--- src/verilog/occ_consts.vh ---
// Purpose: Constants for the output compare channel.
// Assumes: 16-bit registers on a plain strobe port.
// Notes: Offsets are word indices on the register port.
`ifndef OCC_CONSTS_VH
`define OCC_CONSTS_VH
`define OCC_ADDR_W 3
`define OCC_ADDR_CON1 3'h0
`define OCC_ADDR_PRI 3'h1
`define OCC_ADDR_SEC 3'h2
`define OCC_ADDR_TMR 3'h3
`define OCC_ADDR_CON2 3'h4
`define OCC_CON1_RESET 16'h0000
`define OCC_CON1_WMASK 16'h3dbf
`define OCC_CON2_RESET 16'h0000
`define OCC_BIT_SIDL 13
`define OCC_BIT_TSEL_HI 12
`define OCC_BIT_TSEL_LO 10
`define OCC_BIT_ENFB 8
`define OCC_BIT_ENFA 7
`define OCC_BIT_FLTB 5
`define OCC_BIT_FLTA 4
`define OCC_BIT_TRGM 3
`define OCC_BIT_MODE_HI 2
`define OCC_BIT_MODE_LO 0
`define OCC_BIT_FAULT_OUTPUT_LEVEL 14
`define OCC_BIT_TSTAT 6
`define OCC_MODE_OFF 3'h0
`define OCC_MODE_SS_HI 3'h1
`define OCC_MODE_SS_LO 3'h2
`define OCC_MODE_TOG 3'h3
`define OCC_MODE_DSS 3'h4
`define OCC_MODE_DCONT 3'h5
`define OCC_MODE_EPWM 3'h6
`define OCC_MODE_CPWM 3'h7
`define OCC_TSEL_RSVD 3'h6
`endif

--- src/verilog/occ_sync.v ---
// Purpose: Two-flop synchroniser and rising-edge detect for external inputs.
// Assumes: Inputs are asynchronous to MCLK_I.
// Notes: Edge detect reads only the second and third flops.
`timescale 1ns/1ps
`include "occ_consts.vh"
module occ_sync #(
  parameter W = 8
) (
  input wire clk_i,
  input wire rst_i,
  input wire [W-1:0] async_i,
  output wire [W-1:0] level_o,
  output wire [W-1:0] rise_o
);
  reg [W-1:0] s1_q;
  reg [W-1:0] s2_q;
  reg [W-1:0] s3_q;
  always @(posedge clk_i) begin
    if (rst_i) begin
      s1_q <= {W{1'b0}};
      s2_q <= {W{1'b0}};
      s3_q <= {W{1'b0}};
    end else begin
      s1_q <= async_i;
      s2_q <= s1_q;
      s3_q <= s2_q;
    end
  end
  assign level_o = s2_q;
  assign rise_o = s2_q & ~s3_q;
endmodule

--- src/verilog/occ_channel.v ---
// Purpose: One output compare channel with timer, two compare registers and faults.
// Assumes: Clock sources, trigger and fault pins arrive asynchronous; registers are 16 bits.
// Notes: Read data appear the cycle after the read strobe.
// Notes: Compare reads show the buffered value in PWM modes; timer reads are live.
// Summary of operation
// - Three-bit select picks timer clock: peripheral, trigger generator, timer one..five.
// - With idle-stop set, channel halts while processor idles; otherwise runs.
// - Fault B input is honoured only while its enable bit is one.
// - Fault A input is honoured only while its enable bit is one.
// - Fault flags set by hardware on fault in PWM modes; software may also write them.
// - Auto-clear mode clears trigger status on timer equal secondary register.
// - Center PWM: high at primary match, low at secondary match.
// - Edge PWM: high at timer zero, low at primary match.
// - Double continuous: start low, toggle on alternating primary and secondary matches.
// - Double single-shot: start low, toggle on primary then secondary, one pulse.
// - Single compare toggle: toggle on every primary match, continuously.
// - Single-shot low: start high, forced low on first primary match.
// - Single-shot high: start low, forced high on first primary match.
// - Mode zero disables the channel; output stays inactive.
// - Compare registers double-buffered in PWM modes, direct otherwise.
// - Timer compared with one or two registers; output changes on match.
// - Compare match raises interrupt request and DMA request pulses.
// - Trigger status one while timer runs; zero holds timer at zero.
// - During fault, PWM output driven to the fault output level bit.
`timescale 1ns/1ps
`include "occ_consts.vh"
module occ_channel #(
  parameter TW = 16
) (
  input wire MCLK_I,
  input wire RST_I,
  input wire [`OCC_ADDR_W-1:0] ADDR_I,
  input wire [15:0] WDATA_I,
  input wire WR_I,
  input wire RD_I,
  output reg [15:0] RDATA_O,
  input wire [4:0] TMR_CLK_I,
  input wire PTG_CLK_I,
  input wire TRIG_I,
  input wire CPU_IDLE_I,
  input wire FAULT_A_I,
  input wire FAULT_B_I,
  output reg OC_PIN_O,
  output reg IRQ_O,
  output reg DMA_REQ_O
);
  // Sources: [4:0] timers 2..5 and 1, [5] trigger-generator clock, [6] trigger, [7:8] faults
  // Each source level must hold for longer than one system clock or its edge may be lost
  // Edges are taken behind the synchroniser, so ticks lag the pin by two clocks
  wire [8:0] sync_lvl;
  wire [8:0] sync_rise;
  occ_sync #(.W(9)) u_sync (
    .clk_i(MCLK_I),
    .rst_i(RST_I),
    .async_i({FAULT_B_I, FAULT_A_I, TRIG_I, PTG_CLK_I, TMR_CLK_I}),
    .level_o(sync_lvl),
    .rise_o(sync_rise)
  );

  reg [15:0] con1_q;
  reg [15:0] con2_q;
  reg [TW-1:0] pri_q;
  reg [TW-1:0] sec_q;
  reg [TW-1:0] pri_buf_q;
  reg [TW-1:0] sec_buf_q;
  reg [TW-1:0] tmr_q;
  reg oc_q;
  reg armed_q;
  reg phase_q;
  reg [2:0] mode_prev_q;

  wire [2:0] mode = con1_q[`OCC_BIT_MODE_HI:`OCC_BIT_MODE_LO];
  wire [2:0] tsel = con1_q[`OCC_BIT_TSEL_HI:`OCC_BIT_TSEL_LO];
  wire is_pwm = (mode == `OCC_MODE_EPWM) || (mode == `OCC_MODE_CPWM);
  wire running = con2_q[`OCC_BIT_TSTAT];
  // Idle comes from the processor on this clock, so it is not synchronised
  wire halted = con1_q[`OCC_BIT_SIDL] & CPU_IDLE_I;
  wire flt_a = sync_lvl[7] & con1_q[`OCC_BIT_ENFA];
  wire flt_b = sync_lvl[8] & con1_q[`OCC_BIT_ENFB];
  // A set flag keeps the override after the pin clears, until software writes zero
  wire fault_on = flt_a | flt_b | con1_q[`OCC_BIT_FLTA] | con1_q[`OCC_BIT_FLTB];

  // Decodes the clock select into a one-cycle count enable
  // The reserved code never ticks, so a stray write only freezes the timer
  function tick_sel;
    input [2:0] sel;
    input [8:0] rise;
    begin
      case (sel)
        3'h7: tick_sel = 1'b1;
        `OCC_TSEL_RSVD: tick_sel = 1'b0;
        3'h5: tick_sel = rise[5];
        3'h4: tick_sel = rise[4];
        3'h3: tick_sel = rise[3];
        3'h2: tick_sel = rise[2];
        3'h1: tick_sel = rise[1];
        default: tick_sel = rise[0];
      endcase
    end
  endfunction

  wire tick = tick_sel(tsel, sync_rise) & ~halted & running;
  wire match_pri = (tmr_q == pri_q);
  wire match_sec = (tmr_q == sec_q);
  wire match_zero = (tmr_q == {TW{1'b0}});
  wire active = (mode != `OCC_MODE_OFF) && !halted;
  wire evt = active & tick;

  wire wr_con1 = WR_I && (ADDR_I == `OCC_ADDR_CON1);
  wire wr_con2 = WR_I && (ADDR_I == `OCC_ADDR_CON2);
  wire wr_pri = WR_I && (ADDR_I == `OCC_ADDR_PRI);
  wire wr_sec = WR_I && (ADDR_I == `OCC_ADDR_SEC);
  wire mode_change = (mode != mode_prev_q);
  // Both PWM modes roll the timer over on the secondary match, so buffers load there
  wire period_end = is_pwm && evt && match_sec;
  // Interrupt and transfer requests share one term so they can never disagree
  wire sec_counts = (mode >= `OCC_MODE_DSS);
  wire match_req = evt && (match_pri || (match_sec && sec_counts));

  // Control register 1 with hardware-set fault flags; set wins over a write
  // Flags are set only while a PWM mode is selected; software clears them by writing zero
  always @(posedge MCLK_I) begin
    if (RST_I) begin
      con1_q <= `OCC_CON1_RESET;
    end else begin
      if (wr_con1) begin
        con1_q <= WDATA_I & `OCC_CON1_WMASK;
      end
      if (flt_a && is_pwm) begin
        con1_q[`OCC_BIT_FLTA] <= 1'b1;
      end
      if (flt_b && is_pwm) begin
        con1_q[`OCC_BIT_FLTB] <= 1'b1;
      end
    end
  end

  // Control register 2: fault output level and trigger status
  // A trigger edge outranks a software or automatic clear in the same cycle
  always @(posedge MCLK_I) begin
    if (RST_I) begin
      con2_q <= `OCC_CON2_RESET;
    end else begin
      if (wr_con2) begin
        con2_q[`OCC_BIT_FAULT_OUTPUT_LEVEL] <= WDATA_I[`OCC_BIT_FAULT_OUTPUT_LEVEL];
        con2_q[`OCC_BIT_TSTAT] <= WDATA_I[`OCC_BIT_TSTAT];
      end else if (con1_q[`OCC_BIT_TRGM] && evt && match_sec && running) begin
        con2_q[`OCC_BIT_TSTAT] <= 1'b0;
      end
      if (sync_rise[6]) begin
        con2_q[`OCC_BIT_TSTAT] <= 1'b1;
      end
    end
  end

  // Compare registers: in PWM modes writes land in a buffer taken at period end
  // The buffer takes every write, so a later switch into PWM starts from it
  always @(posedge MCLK_I) begin
    if (RST_I) begin
      pri_q <= {TW{1'b0}};
      sec_q <= {TW{1'b0}};
      pri_buf_q <= {TW{1'b0}};
      sec_buf_q <= {TW{1'b0}};
    end else begin
      if (wr_pri) begin
        pri_buf_q <= WDATA_I[TW-1:0];
      end
      if (wr_sec) begin
        sec_buf_q <= WDATA_I[TW-1:0];
      end
      if (!is_pwm) begin
        if (wr_pri) begin
          pri_q <= WDATA_I[TW-1:0];
        end
        if (wr_sec) begin
          sec_q <= WDATA_I[TW-1:0];
        end
      end else if (period_end || !running) begin
        pri_q <= pri_buf_q;
        sec_q <= sec_buf_q;
      end
    end
  end

  // In PWM and double continuous modes the timer rolls over on secondary match, so the secondary register sets the period
  // Other modes run on to the natural wrap of the counter
  always @(posedge MCLK_I) begin
    if (RST_I) begin
      tmr_q <= {TW{1'b0}};
    end else if (mode == `OCC_MODE_OFF || !running) begin
      tmr_q <= {TW{1'b0}};
    end else if (tick) begin
      if (match_sec && (is_pwm || mode == `OCC_MODE_DCONT)) begin
        tmr_q <= {TW{1'b0}};
      end else begin
        tmr_q <= tmr_q + {{(TW-1){1'b0}}, 1'b1};
      end
    end
  end

  // Output waveform per mode
  // A mode write re-initialises the level before any match is honoured
  always @(posedge MCLK_I) begin
    if (RST_I) begin
      oc_q <= 1'b0;
      armed_q <= 1'b0;
      phase_q <= 1'b0;
      mode_prev_q <= `OCC_MODE_OFF;
    end else begin
      mode_prev_q <= mode;
      if (mode_change) begin
        oc_q <= (mode == `OCC_MODE_SS_LO);
        armed_q <= 1'b1;
        phase_q <= 1'b0;
      end else if (evt) begin
        case (mode)
          `OCC_MODE_SS_HI: begin
            if (armed_q && match_pri) begin
              oc_q <= 1'b1;
              armed_q <= 1'b0;
            end
          end
          `OCC_MODE_SS_LO: begin
            if (armed_q && match_pri) begin
              oc_q <= 1'b0;
              armed_q <= 1'b0;
            end
          end
          `OCC_MODE_TOG: begin
            if (match_pri) begin
              oc_q <= ~oc_q;
            end
          end
          `OCC_MODE_DSS, `OCC_MODE_DCONT: begin
            if (armed_q && !phase_q && match_pri) begin
              oc_q <= 1'b1;
              phase_q <= 1'b1;
            end else if (armed_q && phase_q && match_sec) begin
              oc_q <= 1'b0;
              phase_q <= 1'b0;
              armed_q <= (mode == `OCC_MODE_DCONT);
            end
          end
          `OCC_MODE_EPWM: begin
            if (match_pri) begin
              oc_q <= 1'b0;
            end else if (match_zero) begin
              oc_q <= 1'b1;
            end
          end
          `OCC_MODE_CPWM: begin
            if (match_sec) begin
              oc_q <= 1'b0;
            end else if (match_pri) begin
              oc_q <= 1'b1;
            end
          end
          default: begin
            oc_q <= 1'b0;
          end
        endcase
      end else if (mode == `OCC_MODE_OFF) begin
        oc_q <= 1'b0;
      end
    end
  end

  // Pin, fault override and match requests, all registered
  // Fault override applies only in PWM modes; other modes keep their waveform
  always @(posedge MCLK_I) begin
    if (RST_I) begin
      OC_PIN_O <= 1'b0;
      IRQ_O <= 1'b0;
      DMA_REQ_O <= 1'b0;
    end else begin
      if (is_pwm && fault_on) begin
        OC_PIN_O <= con2_q[`OCC_BIT_FAULT_OUTPUT_LEVEL];
      end else begin
        OC_PIN_O <= oc_q;
      end
      IRQ_O <= match_req;
      DMA_REQ_O <= match_req;
    end
  end

  // Read port; unmapped addresses read zero
  // Compare reads show the buffer in PWM modes, so software sees its last write
  always @(posedge MCLK_I) begin
    if (RST_I) begin
      RDATA_O <= 16'h0000;
    end else if (RD_I) begin
      case (ADDR_I)
        `OCC_ADDR_CON1: RDATA_O <= con1_q;
        `OCC_ADDR_PRI: RDATA_O <= {{(16-TW){1'b0}}, is_pwm ? pri_buf_q : pri_q};
        `OCC_ADDR_SEC: RDATA_O <= {{(16-TW){1'b0}}, is_pwm ? sec_buf_q : sec_q};
        `OCC_ADDR_TMR: RDATA_O <= {{(16-TW){1'b0}}, tmr_q};
        `OCC_ADDR_CON2: RDATA_O <= con2_q;
        default: RDATA_O <= 16'h0000;
      endcase
    end else begin
      RDATA_O <= 16'h0000;
    end
  end
endmodule

--- config.mk ---
export PLATFORM = sky130hd
export DESIGN_NAME = occ_channel
export DESIGN_NICKNAME = d
export VERILOG_FILES = /design/src/verilog/occ_sync.v /design/src/verilog/occ_channel.v
export VERILOG_INCLUDE_DIRS = /design/src /design/src/verilog
export SDC_FILE = /design/constraint.sdc
export NUM_CORES = 1
export LEC_CHECK = 0
export BUFFER_PORTS_ARGS = -buffer_cell sky130_fd_sc_hd__buf_2
export CAP_MARGIN = 30
export CORE_MARGIN = 2
export CORE_UTILIZATION = 57
export CTS_CLUSTER_DIAMETER = 100
export CTS_CLUSTER_SIZE = 16
export DETAILED_ROUTE_END_ITERATION = 16
export HOLD_SLACK_MARGIN = 0.06
export PLACE_DENSITY = 0.86
export SYNTH_ARGS = -nofsm -noshare
export SYNTH_HDL_FRONTEND = slang
export SYNTH_HIERARCHICAL = 1
export SYNTH_SLANG_ARGS = --single-unit
--- constraint.sdc ---
create_clock -name MCLK_I -period 2.4 [get_ports MCLK_I]
set_input_delay 0.12 -clock MCLK_I [delete_from_list [all_inputs] [get_ports MCLK_I]]
set_output_delay 0.12 -clock MCLK_I [all_outputs]
set_load 0.02 [all_outputs]
=== Yosys cells after proc, flatten, opt, wreduce, memory -nomap -nowiden ===
Cells that the tools add are included.

* Bits in registers: 143
* Bits in latches: 0
* Memory bits (writable): 0
* Memory bits (read-only): 0
* Output and inout port bits: 19
* Word-level logic and storage cells: 155
* Memories: 0

* Add/subtract/negate cells: 1
* Multipliers: 0
* Div/mod/pow operators: 0
* Order comparisons: 1
* Equal/unequal tests: 31
* Shifts and indexed selects: 0
* Mux-type cells: 36
* Bitwise operators: 14
* Reductions and logical operators: 52

{| class="wikitable"
|+ Operators by type and width
! kind !! count
|-
| $mux 16 || 9
|-
| $pmux 16 s5 || 1
|-
| $eq 16x16->1 || 2
|-
| $eq 3x3->1 const B || 9
|-
| $mux 1 || 22
|-
| $logic_and 1x1->1 || 21
|-
| $eq 3x2->1 const B || 6
|-
| $add 16x1->16 const B || 1
|-
| $logic_not 16->1 || 1
|-
| $ne 5x5->1 const B || 3
|-
| $reduce_bool 2->1 || 6
|-
| $reduce_bool 3->1 || 4
|-
| $reduce_or 2->1 || 5
|-
| $eq 3x1->1 const B || 3
|-
| $ne 4x4->1 const B || 2
|-
| $and 7x7->7 || 1
|-
| $not 7->7 || 1
|-
| $pmux 1 s7 || 1
|-
| $reduce_and 7->1 || 1
|-
| $and 1x1->1 || 6
|-
| $logic_not 3->1 || 2
|-
| $mux 6 || 1
|-
| $ne 3x3->1 const B || 2
|-
| $pmux 1 s6 || 1
|-
| 13 further kinds || 24
|}

=== Longest topological paths before layout ===
* Depth after elaboration: 12
* Depth in mapped cells: 10
* Mapped depth without buffers: 9

=== Modules after synthesis ===
The synthesis kept the hierarchy.

{| class="wikitable"
|+ By module, submodules not included
! module !! times used !! cells an instance !! area each (um^2)
|-
| occ_channel || 1 || 744 || 5,985.7
|-
| occ_sync || 1 || 65 || 805.8
|}

=== Worst setup path after synthesis ===
Ideal clock, no wire load.

* Path type: flip-flop to flip-flop
* Start point: register tmr_q[6]
* End point: register pri_q[12]
* Setup time: 0.119 ns
* Data arrival time: 1.961 ns
* Required time: 2.281 ns
* Slack: 0.321 ns
* Cell stages (with the launch flop): 10
* Path buffers: 3
* Path through: dfxtp_1 -> clkbuf_1 -> xor2_1 -> nor4_2 -> nand4_2 -> nor3_2 -> o21ai_2 -> buf_2 -> buf_6 -> o221a_1

* Longest elaborated chain between the ends: 5

{| class="wikitable"
|+ Ends and longest elaborated chain
! item !! line !! RTL
|-
| start, declared || occ_channel.v:66 || <nowiki>reg [TW-1:0] tmr_q;</nowiki>
|-
| start signal, assigned || occ_channel.v:189 || <nowiki>tmr_q <= {TW{1'b0}};</nowiki>
|-
| start signal, assigned || occ_channel.v:191 || <nowiki>tmr_q <= {TW{1'b0}};</nowiki>
|-
| start signal, assigned || occ_channel.v:194 || <nowiki>tmr_q <= {TW{1'b0}};</nowiki>
|-
| $eq 16x16->1 || occ_channel.v:104 || <nowiki>wire match_sec = (tmr_q == sec_q);</nowiki>
|-
| $logic_and 1x1->1 || occ_channel.v:115 || <nowiki>wire period_end = is_pwm && evt && match_sec;</nowiki>
|-
| $logic_or 1x1->1 || occ_channel.v:178 || <nowiki>end else if (period_end || !running) begin</nowiki>
|-
| $ne 2x1->1 (no line) || n/a ||
|-
| $reduce_and 2->1 (no line) || n/a ||
|-
| end signal, assigned || occ_channel.v:160 || <nowiki>pri_q <= {TW{1'b0}};</nowiki>
|-
| end signal, assigned || occ_channel.v:173 || <nowiki>pri_q <= WDATA_I[TW-1:0];</nowiki>
|-
| end signal, assigned || occ_channel.v:179 || <nowiki>pri_q <= pri_buf_q;</nowiki>
|-
| end, declared || occ_channel.v:62 || <nowiki>reg [TW-1:0] pri_q;</nowiki>
|}

Every way passes these cells.
A chain may end at the register's enable or synchronous reset.

=== Worst setup path in the final report ===
* Start point: register con1_q[12]
* End point: register phase_q

* Longest elaborated chain between the ends: 6
* Elaborated cells between the ends (all ways): 12

{| class="wikitable"
|+ Ends and longest elaborated chain
! item !! line !! RTL
|-
| start, declared || occ_channel.v:60 || <nowiki>reg [15:0] con1_q;</nowiki>
|-
| start signal, assigned || occ_channel.v:124 || <nowiki>con1_q <= `OCC_CON1_RESET;</nowiki>
|-
| start signal, assigned || occ_channel.v:127 || <nowiki>con1_q <= WDATA_I & `OCC_CON1_WMASK;</nowiki>
|-
| $eq 3x1->1 (tied with other cells) || occ_channel.v:89 || <nowiki>case (sel)</nowiki>
|-
| $pmux 1 s7 (*) || occ_channel.v:89 ||
|-
| $and 1x1->1 (*) (2 in series) || occ_channel.v:102 || <nowiki>wire tick = tick_sel(tsel, sync_rise) & ~halted & running;</nowiki>
|-
| $and 1x1->1 (*) || occ_channel.v:107 || <nowiki>wire evt = active & tick;</nowiki>
|-
| $reduce_and 3->1 (no line) (*) || n/a ||
|-
| end signal, assigned || occ_channel.v:207 || <nowiki>phase_q <= 1'b0;</nowiki>
|-
| end signal, assigned || occ_channel.v:214 || <nowiki>phase_q <= 1'b0;</nowiki>
|-
| end signal, assigned || occ_channel.v:237 || <nowiki>phase_q <= 1'b1;</nowiki>
|-
| end, declared || occ_channel.v:69 || <nowiki>reg phase_q;</nowiki>
|}

Mark *: on every way between the ends. The rest lies on a longest branch, timed or not.

==> results.sh <==
export IMPL_diodes_inserted=0
export IMPL_vdd_drop_max_mv=0.564
export IMPL_num_fill_cells=802
export IMPL_timing_critical_path_slowest_cell_delay_ns=0.59
export IMPL_ioPinCount=52
export IMPL_cp_data_required_time_ns=2.71
export IMPL_core_area_um2=11500
export IMPL_cts_root_buf="clkbuf_16"
export IMPL_dieArea_um2=12700
export IMPL_reg2reg_setup_slack_ns=0.08
export IMPL_gp_congestion=0.921
export IMPL_cp_buffers_inverters=1
export IMPL_final_critical_path_setup_slack_ns=0.0813
export IMPL_maximum_number_of_pins_on_one_net_before_global_route_repair=97
export IMPL_syn2layout_area_growth_pct=20.6
export IMPL_clk_transition_reported_paths_ns=0.06
export IMPL_worstSetupPathType="reg2reg"
export IMPL_global_route_usage_total_pct=31.5
export IMPL_final_setup_tns_ns=0
export IMPL_drt_vias_per_instance=6.16
export IMPL_cp_top_family="multiplexers"
export IMPL_finalWirelength_mm=19.4
export IMPL_via_count=6311
export IMPL_p_leak_nw=3.12
export IMPL_antenna_found_initial=0
export IMPL_die_height_um=113
export IMPL_reg2reg_from="con1_q[12]$_SDFFE_PP0P_"
export IMPL_worst_hold_startpoint="WR_I"
export IMPL_finish_net_count=903
export IMPL_die_width_um=113
export IMPL_layout_cells_non_filler=1024
export IMPL_tritoncts_num_sinks=143
export IMPL_drv_max_cap_violation_count=0
export IMPL_hp_class="in2reg"
export IMPL_ff2ff_path_depth=7
export IMPL_final_layout_size_suffix_gt1_share_pct=18.2
export IMPL_timing_final_crit_period_ns=2.32
export IMPL_status="finished, final reports clean"
export IMPL_port_buffers=51
export IMPL_clk_latency_ns=0.43
export IMPL_cts_buffers_inserted=17
export IMPL_critical_path_cell_by_cell="mux2i_1 -> mux4_2 -> buf_4 -> or3_1 -> o21ai_0 -> o31a_1 -> nor3_1"
export IMPL_grt_pass1_wl_mm=31.0
export IMPL_drt_pre_antenna_iters=5
export IMPL_slew_violations=0
export IMPL_mappedNetlistNets=838
export IMPL_placedInstanceArea_um2=7150
export IMPL_route_antenna_remaining_nets=0
export IMPL_cts_htree_levels=4
export IMPL_synth_warnings=6
export IMPL_arrival_ns=2.63
export IMPL_wl_per_cell_um=19.0
export IMPL_clock_skew_after_layout_ns=0.00691
export IMPL_power_per_cell_area_nw_per_um2=730
export IMPL_final_setup_fails=0
export IMPL_first_global_vias=5914
export IMPL_fmax_ghz=0.431
export IMPL_slew_limit_headroom_pct=60.3
export IMPL_p_total_mw=5.92
export IMPL_stdcell_area_um2=8110
export IMPL_startpoint_class_of_the_critical_path="register"
export IMPL_rsz0062_at_grt="no"
export IMPL_drcViolationCount=0
export IMPL_initial_utilization_pct=58.6
export IMPL_cts_buffer_depth=2
export IMPL_worstSetupEndpointType="register"
export IMPL_tritoncts="yes"
export IMPL_dp_cells=965
export IMPL_syn_mean_instance_area_um2=8.37
export IMPL_grt_overflow_total=0
export IMPL_cp_max_fo=6
export IMPL_post_synth_inst_count=803
export IMPL_place_worst_setup_slack_ns=0.191
export IMPL_drt_iter0_drc=818
export IMPL_r2r_end="phase_q$_SDFFE_PP0P_"
export IMPL_min_delay_path_depth=4
export IMPL_post_synthesis_instance_area_um2=6720
export IMPL_worst_path_max_delay_cell="mux4_2"
export IMPL_holdPathEnd="con2_q[14]$_SDFFE_PP0P_"
export IMPL_timing_hold_violations_final=0
export IMPL_placement_rows=39
export IMPL_tightest_slew_ns=0.594
export IMPL_dpl_hpwl_mm=12.9
export IMPL_final_critical_path_share_of_the_clock_period_pct=96.6
placed cells by master (no fill, tap or decap), types with 3 or more instances in the layout:
cell / count
clkbuf_16: 17
nor4_1: 9
and3b_1: 16
nand3_1: 8
a31oi_1: 9
xor2_1: 40
o221a_1: 4
nand2b_1: 4
a22oi_1: 7
nand2_1: 135
bufinv_16: 6
clkinvlp_4: 5
dfxtp_1: 142
inv_1: 5
mux2i_1: 28
buf_4: 38
nor2_2: 3
buf_12: 3
dlygate4sd3_1: 26
nand4_1: 7
o221a_2: 12
o22ai_1: 17
nand3b_1: 4
nor2b_1: 30
nor4_2: 4
o22a_1: 12
nor3_1: 20
a21oi_1: 57
nor2_1: 83
a311oi_1: 4
and2b_2: 6
o21ai_0: 20
xnor2_1: 11
buf_2: 50
sequential cells by signal (all words and copies together) (netlist names):
register and count:
RDATA_O 16, pri_buf_q 16, pri_q 16, sec_buf_q 16
sec_q 16, tmr_q 16, con1_q 12, u_sync/level_o 9
u_sync/s1_q 9, u_sync/s3_q 7, mode_prev_q 3, con2_q 2
DMA_REQ_O 1, OC_PIN_O 1, armed_q 1, oc_q 1
phase_q 1
cell type report:
| type | count | area [µm²] | area share [%] |
|---|---|---|---|
| Clock buffer | 19 | 443 | 5.46 |
| Clock inverter | 13 | 235 | 2.90 |
| Inverter | 5 | 18.8 | 0.231 |
| Multi-Input combinational cell | 584 | 3510 | 43.3 |
| Sequential cell | 143 | 2860 | 35.3 |
| Tap cell | 143 | 179 | 2.21 |
| Timing Repair Buffer | 117 | 856 | 10.6 |
report_power, final:
group          switching [mW]  total [mW]  internal, mW
Clock                    1.03        3.00          1.98
Sequential             0.0522        2.48          2.43
Combinational           0.247       0.429         0.181
worst min-delay path, stage by stage:
cell	delay, ns
buf_2	0.10
and3_1	0.21
mux2i_1	0.09
nor2_1	0.08
metal layers:
metal  global-route usage [%]  vias up  part of all wire, %
met5                        0        -                    0
met4                     17.2        0                  5.3
met3                     7.56       87                   12
met2                     48.4      443                   44
met1                     40.8     2893                   38
li1                         -     2888                    -
worst max path at each step:
stage | start | end | slack, ns | cells past startpoint
after floorplan | tmr_q[6]$_SDFFE_PP0P_ | pri_q[12]$_SDFFE_PP0P_ | 0.32 | 9
after global placement | con1_q[12]$_SDFFE_PP0P_ | tmr_q[15]$_SDFFE_PP0P_ | 0.24 | 7
after detailed placement | con1_q[12]$_SDFFE_PP0P_ | sec_q[7]$_SDFFE_PP0P_ | 0.19 | 7
after CTS | con1_q[12]$_SDFFE_PP0P_ | sec_q[7]$_SDFFE_PP0P_ | 0.17 | 7
after global routing | u_sync/level_o[0]$_SDFF_PP0_ | sec_q[1]$_SDFFE_PP0P_ | 0.002 | 8
final | con1_q[12]$_SDFFE_PP0P_ | phase_q$_SDFFE_PP0P_ | 0.08 | 7
through the flow:
stage / hold WS [ns] / util (%)
floorplan: 0.248 / -
detailed placement: 0.334 / 62.4
CTS: 0.172 / 70.6
finish: 0.213 / 70.7
global route: 0.219 / 70.7
global placement: 0.327 / 62.4
timing repair:
| item | in CTS | in global routing |
|---|---|---|
| setup endpoints to repair | 0 | 9 |
| hold buffers | 26 | 0 |
| hold endpoints to repair | 75 | 0 |
| buffers inserted | 0 | 1 |
| gates resized for setup | 0 | 3 |
Note: power is estimated with default switching activity, not from simulation.
